File: src/xbar3_pkg.sv
// Constants for the third crossbar routing register.
// Assumes an SFR-style byte bus with address and page select.
package xbar3_pkg;
    localparam logic [7:0] XBAR3_ADDR = 8'hE4;
    localparam logic [7:0] XBAR3_PAGE = 8'h0F;
    localparam logic [7:0] XBAR3_RESET = 8'h00;
    localparam logic [7:0] XBAR3_WMASK = 8'h8F;
    localparam int BIT_TIMER_COUNT = 0;
    localparam int BIT_TIMER_TRIG = 1;
    localparam int BIT_CONV_START = 2;
    localparam int BIT_COMP_OUT = 3;
    localparam int BIT_CAN_DRIVE = 7;
    localparam int NUM_ROUTES = 4;
endpackage

File: src/route_gate.sv
// Gates one peripheral signal through the crossbar by an enable bit.
// Assumes the enable comes from a register in the same clock domain.
`timescale 1ns/1ps
module route_gate (
    // Control.
    input wire logic enable_in,
    // Signals.
    input wire logic sig_in,
    output logic sig_out
);
    // Pass the signal only while routed; otherwise hold it low.
    assign sig_out = enable_in & sig_in;
endmodule // route_gate

File: src/crossbar_routing_three.sv
// What this block does
// - Bit 3 set routes the comparator C output to its port pin, clear keeps it off every pin.
// - Bit 2 set routes the converter C convert-start input from its pin, clear leaves it unavailable.
// - Bit 1 set routes the timer C trigger input from its pin, clear disconnects it.
// - Bit 0 set routes the timer C count input from its pin, clear disconnects it.
// Crossbar register three with its four routes and the CAN drive select.
// Assumes a byte-wide SFR access port with page select, synchronous to core_clk_in.
// Assumes the pad logic outside turns can_tx_drive_select_out into the transmit pin's output style.
// Assumes the crossbar priority logic outside places each routed signal on its pin.
`timescale 1ns/1ps
module crossbar_routing_three (
    // Clock and reset.
    input wire logic core_clk_in,
    input wire logic reset_n_in,
    // Register access port.
    input wire logic [7:0] sfr_addr_in,
    input wire logic [7:0] sfr_page_in,
    input wire logic sfr_wr_in,
    input wire logic [7:0] sfr_wdata_in,
    output logic [7:0] sfr_rdata_out,
    output logic sfr_sel_out,
    // Peripheral to pin.
    input wire logic comparator_c_output_in,
    output logic comparator_c_pin_out,
    // Pin to peripheral.
    input wire logic conv_c_start_pin_in,
    output logic conv_c_start_input_out,
    input wire logic timer_c_trigger_pin_in,
    output logic timer_c_trigger_input_out,
    input wire logic timer_c_count_pin_in,
    output logic timer_c_count_input_out,
    // CAN transmit pin drive style.
    output logic can_tx_drive_select_out
);
    // Stored register value; the registered read data is the only other state in the block.
    logic [7:0] crossbar_routing_three_reg;
    // Value the register takes at the next edge.
    logic [7:0] crossbar_routing_three_next;
    // High while the access port points at this register on its page.
    logic hit;
    // A write strobe that lands on this register.
    logic write_hit;
    // Register value as a read sees it, reserved bits forced low.
    logic [7:0] read_value;
    // Route enables, the low bits of the register.
    logic [xbar3_pkg::NUM_ROUTES-1:0] route_en;
    // Route sources and gated results, one bit per route in register bit order.
    logic [xbar3_pkg::NUM_ROUTES-1:0] route_src;
    logic [xbar3_pkg::NUM_ROUTES-1:0] route_dst;

    // Decode the register address on its page; the same address on another page is a different register.
    assign hit = (sfr_addr_in == xbar3_pkg::XBAR3_ADDR) && (sfr_page_in == xbar3_pkg::XBAR3_PAGE);
    assign write_hit = sfr_wr_in && hit;
    assign sfr_sel_out = hit;

    // Next value: a matched write loads the writable bits, anything else holds.
    // Masking here keeps the reserved bits zero in the stored value, so neither
    // the read path nor the outputs can ever see them.
    always_comb begin
        crossbar_routing_three_next = crossbar_routing_three_reg;
        if (write_hit) begin
            crossbar_routing_three_next = sfr_wdata_in & xbar3_pkg::XBAR3_WMASK;
        end
    end

    // Register update; reset wins over a write in the same cycle.
    always_ff @(posedge core_clk_in) begin
        if (!reset_n_in) begin
            crossbar_routing_three_reg <= xbar3_pkg::XBAR3_RESET;
        end else begin
            crossbar_routing_three_reg <= crossbar_routing_three_next;
        end
    end

    // Read value with the reserved bits cleared a second time, so a fault in the
    // write mask cannot put ones on the bus.
    assign read_value = crossbar_routing_three_reg & xbar3_pkg::XBAR3_WMASK;

    // Read data is registered and zero when not addressed; software sees the
    // value one cycle after the address and page match.
    always_ff @(posedge core_clk_in) begin
        if (!reset_n_in) begin
            sfr_rdata_out <= xbar3_pkg::XBAR3_RESET;
        end else begin
            sfr_rdata_out <= hit ? read_value : xbar3_pkg::XBAR3_RESET;
        end
    end

    // The route enables are the low bits of the register, bit 0 upward.
    assign route_en = crossbar_routing_three_reg[xbar3_pkg::NUM_ROUTES-1:0];

    // Gather the route sources in bit order. Directions are mixed on purpose:
    // bits 0 to 2 bring a pin in to a peripheral, bit 3 sends one out to a pin.
    assign route_src[xbar3_pkg::BIT_TIMER_COUNT] = timer_c_count_pin_in;
    assign route_src[xbar3_pkg::BIT_TIMER_TRIG] = timer_c_trigger_pin_in;
    assign route_src[xbar3_pkg::BIT_CONV_START] = conv_c_start_pin_in;
    assign route_src[xbar3_pkg::BIT_COMP_OUT] = comparator_c_output_in;

    // One gate per route, enabled by its register bit. An unrouted signal is
    // held low rather than left floating, so a cut-off timer input cannot count.
    genvar i;
    generate
        for (i = 0; i < xbar3_pkg::NUM_ROUTES; i++) begin : g_route
            route_gate u_gate (
                .enable_in(route_en[i]),
                .sig_in(route_src[i]),
                .sig_out(route_dst[i])
            );
        end
    endgenerate

    // Route outputs, named after the far end of each path.
    assign timer_c_count_input_out = route_dst[xbar3_pkg::BIT_TIMER_COUNT];
    assign timer_c_trigger_input_out = route_dst[xbar3_pkg::BIT_TIMER_TRIG];
    assign conv_c_start_input_out = route_dst[xbar3_pkg::BIT_CONV_START];
    assign comparator_c_pin_out = route_dst[xbar3_pkg::BIT_COMP_OUT];
    assign can_tx_drive_select_out = crossbar_routing_three_reg[xbar3_pkg::BIT_CAN_DRIVE];
endmodule // crossbar_routing_three

File: config.mk
export PLATFORM = sky130hd
export DESIGN_NAME = crossbar_routing_three
export DESIGN_NICKNAME = d
export VERILOG_FILES = /design/src/xbar3_pkg.sv /design/src/route_gate.sv /design/src/crossbar_routing_three.sv
export SDC_FILE = /design/constraint.sdc
export NUM_CORES = 1
export LEC_CHECK = 0
export ABC_AREA = 1
export BUFFER_PORTS_ARGS = -buffer_cell sky130_fd_sc_hd__buf_2
export CORE_UTILIZATION = 31
export DETAILED_ROUTE_END_ITERATION = 8
export GPL_TIMING_DRIVEN = 0
export PLACE_DENSITY = 0.8
export SETUP_SLACK_MARGIN = 0.5
export SYNTH_ARGS = -nofsm -noshare
export SYNTH_HDL_FRONTEND = slang
export SYNTH_SLANG_ARGS = --single-unit
File: constraint.sdc
create_clock -name core_clk_in -period 0.8 [get_ports core_clk_in]
set_input_delay 0.04 -clock core_clk_in [delete_from_list [all_inputs] [get_ports core_clk_in]]
set_output_delay 0.04 -clock core_clk_in [all_outputs]
set_load 0.1 [all_outputs]
==> metrics, run 1 <==
worst setup margin=-0.1631 ns; CTS clk-pin slew, worst paths=~0.06 ns; Die H=41.22 µm; Core ar.=between 1000 and 1500 µm²; post-synthesis compound-gate area fraction=0%; failing checks=hold timing, setup timing; Setup-failing EPs final=19; H-Tree Depth=1; DR vias/cell=4.446; critical path's largest stage delay=0.32 ns; Clk pwr share=between 30% and 40%; clk root buf=clkbuf_4; # diodes=0; num ports=45; CTS tree=yes; Post-Synthesis Cell Area=476.7 µm²; number of global-route vias before repair=534; crit path launch type=register; vias after detailed routing=618; first drt pass iteration count=4; commonest non-fill, non-tap cell in the layout=buf_2; number of max-cap violations=0; Placer Congestion=between 0.6 and 0.7; Chip Width=about 41 µm; Detailed Place HPWL=roughly 900 µm; CP max stage cell=dfxtp_2; CP required=around 0.76 ns; largest family of logic cells by synthesized area=simple AND/OR/NAND/NOR gates; xor/xnor share of the synthesized area=0%; Post-DRT Antenna Nets=0; sequential share of the synthesized area=between 40% and 50%; #FFs+latches synth=10; GRT overflow=0; worst path bufs/invs=2; routed len/inst=about 12 µm; synthesized-area fraction occupied by adder cells=0%; hold_ws=-0.01544 ns; drt total wl=1693 µm; critical path fanouts, max=2; Distinct cells, synth=10; Gate power share=about a quarter; Reg power frac=a little over two fifths; TritonCTS Buffers=3; Post-DP Area=between 700 and 800 µm²; clk_skew=just under 0.003 ns; top post-synthesis cells by area=dfxtp_1, nand2_1, nor2_1; cell family with most CP delay=flip-flops; commonest cells after routing, fill and taps aside=buf_2, buf_6, nand2_2, nor2_1, buf_12; Power Density=between 900 and 1000 nW/µm²; switch share=around 29%; Crit Path Category=reg -> out; min-delay worst type=in -> reg; YS warnings=0; area grow syn2layout=149.1%; fmax=between 1 and 1.5 GHz; Tmin final=0.9631 ns; Post-Place Worst Slack=-0.3152 ns; Final period util=120.4%; RSZ-0062 raised after global routing=true; Final Max Tran Viols=0; switching pwr=roughly 320 µW; mux cell area share after synthesis=0%; Starting DRT DRC Count=9; number of clock sinks=10; Yosys top cell by area=dfxtp_1; Worst setup EP type=output port; Initial Utilization=34.89%; share of cells above drive strength 1=about three quarters; initial antenna violation count=0; Post-Synthesis Cells=74; Nets=~160; top cell type's share of synthesized area=between 40% and 50%; simple-gate share of the synthesized area=about 41%; Worst Path Arrival=roughly 0.92 ns; Std-Cell Rows=13; gr usage total=between 10% and 20%; status=complete, but fails checks; Port Buf Inserts=38; first-pass GRT wire length=just over 2000 µm; critical path, cell by cell=nand2_2, clkinvlp_4, buf_12; count of final hold-check violations=3; worst IR drop on VDD=~0.00084 V; Finished Cell Area=1187 µm²; Leakage=0.5410 nW; largest net degree at the start of global routing=7; die area=1699 µm²; Clock Latency Late Sink=0.26 ns; Pint=between 700 and 800 µW; R2R Setup Slk=0.13 ns; Max Root-Sink Buffers=2; Residual DRC=0; Post-Route Setup TNS=-1.068 ns; synthesized area per cell=approximately 6.4 µm²
-- timing repair --
action	4_1_cts	5_1_grt
resized for setup	58	28
gates cloned	1	0
buffers inserted	1	4
endpoints found under the hold margin	5	2
pin swaps	8	18
endpoints found under the setup margin	21	21
-- synthesized netlist by cell type --
library cell / number
inv_1: 14
nor4_1: 1
nor2_2: 3
dfxtp_1: 10
nand3_4: 1
nor2_1: 19
buf_4: 3
conb_1: 1
nand2_1: 21
nand3_1: 1
-- cell type report --
class                           count  area (µm²)
Timing Repair Buffer               43       462.9
Multi-Input combinational cell     50       354.1
Sequential cell                    10       227.7
Fill cell                          68       178.9
Inverter                           14       75.07
Clock buffer                        3       22.52
Buffer                              3       22.52
Tap cell                           15       18.77
Clock inverter                      1       3.754
-- tightest hold or removal path, stage by stage --
cell and delay [ns]:
buf_2 0.08, nor2_1 0.03, nor2_1 0.06
-- per-stage QoR --
stage	hold WS, ns	std cells	power, mW	utilization (%)
global placement	0.2494	129	0.6649	57.14
global route	-0.01267	139	1.141	86.90
detailed placement	0.2531	129	0.6683	57.14
floorplan	0.1508	76	0.5896	-
finish	-0.01544	139	1.088	86.90
CTS	-0.02536	135	1.045	76.10
-- routing by layer --
| layer | GRT usage [%] | vias to the layer above | part of all wire, % | wire, µm |
|---|---|---|---|---|
| met2 | 39.45 | 32 | 61 | 1025 |
| li1 | - | 307 | - | - |
| met5 | 0 | - | 0 | 0 |
| met1 | 17.74 | 277 | 32 | 550 |
| met3 | 4.891 | 2 | 5.5 | 93 |
| met4 | 7.258 | 0 | 1.4 | 23 |
-- power by group through the flow --
| stage | Clock [mW] | Combinational (mW) | Sequential [mW] |
|---|---|---|---|
| after floorplan | 0 | 0.101 | 0.489 |
| after global routing | 0.393 | 0.271 | 0.476 |
| after CTS | 0.365 | 0.203 | 0.477 |
| final | 0.353 | 0.258 | 0.477 |
| after detailed placement | 0 | 0.180 | 0.489 |
| after global placement | 0 | 0.176 | 0.489 |
-- path summary, 6_finish.rpt --
| check | startpoint | to | depth (start not counted) |
|---|---|---|---|
| worst max-delay path | crossbar_routing_three_reg[2] | conv_c_start_input_out | 3 |
| worst min-delay path | sfr_wdata_in[2] | crossbar_routing_three_reg[2] | 3 |
| worst max register to register | crossbar_routing_three_reg[7] | crossbar_routing_three_reg[7] | 4 |
| worst min register to register | crossbar_routing_three_reg[1] | sfr_rdata_out[1] | 2 |
-- kinds of logic after synthesis --
logic type / count (synthesis)
flops: 10
other cells: 1
simple gates: 46
buf+inv: 17
Power figures use the tool's default switching activity.
==> run 2: changes to the inputs <==
- CORE_UTILIZATION: 31 -> 34
- PLACE_DENSITY: 0.8 -> 0.81
- SYNTH_HIERARCHICAL: not set -> 1
==> run 2 against run 1 <==
Effect of this change: the run ends with DRC, setup timing left; via count up 19%; critical path type unchanged; maximum frequency down 1.2%; critical path depth is the same; largest cell class unchanged.
==> metrics, run 2 <==
status=complete, but fails checks; failing checks=DRC, setup timing; GRT overflow=0 (unchanged); initial antenna violation count=0 (unchanged); largest net degree at the start of global routing=7 (unchanged); FF/Latch Area=227.7 µm² (unchanged); #FFs+latches synth=10 (unchanged); Post-Synthesis Cells=92 (+24%); Worst Path Arrival=0.93 ns (about the same); EDFF count, synth=0 (unchanged); CP required=0.76 ns (about the same); # diodes=0 (unchanged); reg-to-reg critical path startpoint=crossbar_routing_three_reg[1]; Crit Path Category=reg -> out; R2R Setup Slk=0.13 ns (about the same); H-Tree Depth=1 (unchanged); routed len/inst=11.75 µm (-3.5%); count of final hold-check violations=0 (-3); vias after detailed routing=737 (+19%); r2r endpoint=crossbar_routing_three_reg[1]; commonest non-fill, non-tap cell in the layout=buf_2; commonest cells after routing, fill and taps aside=buf_2, inv_1, nor2_1, nand2_2, buf_12; met2 WL=1062 µm (+3.6%); Nets=172 (+10%); Std-Cell Rows=14 (+1); top post-synthesis cells by area=dfxtp_1, inv_1, nor2_1; YS warnings=6 (+6); number of max-cap violations=0 (unchanged); Final Max Tran Viols=0 (unchanged); prevailing post-synth register cell=dfxtp_1; Clock Latency Late Sink=0.26 ns (about the same); Worst setup EP type=output port; fmax=1.026 GHz (-1.2%); Multi-input gate area=370.4 µm² (+4.6%); synthesized area per cell=6.310 µm² (-2.0%); Post-Synthesis Cell Area=580.6 µm² (+22%); sequential share of the synthesized area=34.48% (-7.5 points); Power Density=919.9 nW/µm² (+0.42%); WL met1=658 µm (+20%); RSZ-0062 raised after global routing=true; met3 WL post-DR=77 µm (-17%); Residual DRC=2 (+2); Hold Path Sink=crossbar_routing_three_reg[0]; Setup-failing EPs final=15 (-4); gr usage total=19.16% (-0.21 points); clk_skew=0.003919 ns (+0.0009595 ns); Placer Congestion=0.8081 (+34%); Leakage=0.5465 nW (+1.0%); Min-Delay Path Depth=3 (unchanged); Die H=43.32 µm (+5.1%); worst setup margin=-0.1745 ns (-0.01145 ns); drt total wl=1833 µm (+8.3%); Core ar.=1559 µm² (+14%); highest routing layer actually used=met4; Max Root-Sink Buffers=2 (unchanged); Tmin final=0.9745 ns (+0.01145 ns); number of global-route vias before repair=674 (+26%); reg2reg path depth=4 (unchanged); critical path fanouts, max=2 (unchanged); die area=1877 µm² (+10%); number of clock sinks=10 (unchanged); hold path start=reset_n_in; top cell type's share of synthesized area=34.48% (-7.5 points); TritonCTS Buffers=3 (unchanged); crit path launch type=register; Distinct cells, synth=13 (+3); Port Buf Inserts=38 (unchanged); CTS clk-pin slew, worst paths=0.06 ns (about the same); Chip Width=43.32 µm (+5.1%); DR vias/cell=4.724 (+6.3%); top cells by count, synth=inv_1, nor2_1, nand2_1; share of cells above drive strength 1=67.86% (-8.8 points); first-pass GRT wire length=2642 µm (+28%); most common cell in the netlist=inv_1; Detailed Place HPWL=1157 µm (+31%); ys async rst share=0% (unchanged); Post-DRT Antenna Nets=0 (unchanged); Initial Utilization=37.24% (+2.3 points); Final period util=121.8% (+1.4 points); area grow syn2layout=109.3%; # fillers=109 (+60%); CTS tree=yes; clk root buf=clkbuf_4; final core area utilization=77.93% (-9.0 points); min-delay worst type=in -> reg; first drt pass iteration count=6 (+2); total power draw=1.118 mW (+2.7%); Starting DRT DRC Count=15 (+6); num ports=45 (unchanged); Post-Route Setup TNS=-0.9906 ns (+0.07720 ns); worst IR drop on VDD=0.0007405 V (-12%); Yosys top cell by area=dfxtp_1
==> run 2: cell types whose count changed after synthesis <==
cell,before,now
inv_1,14,24
nand2_1,21,19
nand3_1,1,2
nand3b_1,0,1
nand4_1,0,6
nand4_2,0,1
nor2_1,19,21
nor2_2,3,0
nor2_4,0,2
==> run 2: worst max-delay path, cell delays in order, from the launching register on <==
cell and delay, ns:
dfxtp_2 0.33, nand2_2 0.08, clkinvlp_4 0.09, buf_12 0.17
==> run 2: power breakdown <==
part           total (mW)  internal, mW  switching, mW
sequential          0.477         0.477     0.00000327
clock               0.356         0.193          0.163
combinational       0.285         0.123          0.162
==> run 2: kinds of logic after synthesis <==
| logic type | count (synthesis) | synth area share, % |
|---|---|---|
| and+or+nand+nor | 54 | 45.48 |
| buffers and inverters | 27 | 19.40 |
| other | 1 | 0.6459 |
| DFF | 10 | 34.48 |
==> run 2: routing by layer <==
| layer | GRT usage (%) | vias up |
|---|---|---|
| met1 | 19.59 | 341 |
| li1 | - | 362 |
| met4 | 14.37 | 0 |
| met3 | 2.553 | 4 |
| met2 | 34.85 | 30 |
| met5 | 0 | - |
==> run 2: through the flow <==
step | setup WS (ns) | hold slack (ns) | instances | cell area, µm²
floorplan | -0.5756 | 0.1553 | 94 | 685.7
global placement | -0.3409 | 0.3267 | 148 | 895.9
detailed placement | -0.3486 | 0.3240 | 148 | 895.9
CTS | -0.1659 | 0.04419 | 154 | 1169
global route | -0.2104 | 0.07289 | 156 | 1215
finish | -0.1745 | 0.05278 | 156 | 1215
==> run 2: final cells by class <==
type                    count  area share [%]
well taps                  16           1.648
clock buffers               4           2.163
inverters                  24           9.269
flip-flops and latches     10           18.74
repair buffers             42           35.84
multi-input cells          57           30.48
plain buffers               3           1.854
==> run 2: repair_timing <==
action | 4_1_cts | 5_1_grt
hold buffers | 0 | 0
gates resized for setup | 67 | 12
setup endpoints to repair | 21 | 21
buffers inserted | 2 | 2
pin swaps | 17 | 11
==> run 2: worst max path at each step <==
stage | from | to | slack [ns] | cells past startpoint
final | crossbar_routing_three_reg[1] | timer_c_trigger_input_out | -0.17 | 3
after global routing | crossbar_routing_three_reg[3] | comparator_c_pin_out | -0.21 | 3
after CTS | crossbar_routing_three_reg[3] | comparator_c_pin_out | -0.17 | 3
after detailed placement | sfr_page_in[5] | sfr_sel_out | -0.35 | 5
after global placement | sfr_page_in[5] | sfr_sel_out | -0.34 | 5
after floorplan | sfr_page_in[5] | sfr_sel_out | -0.58 | 3
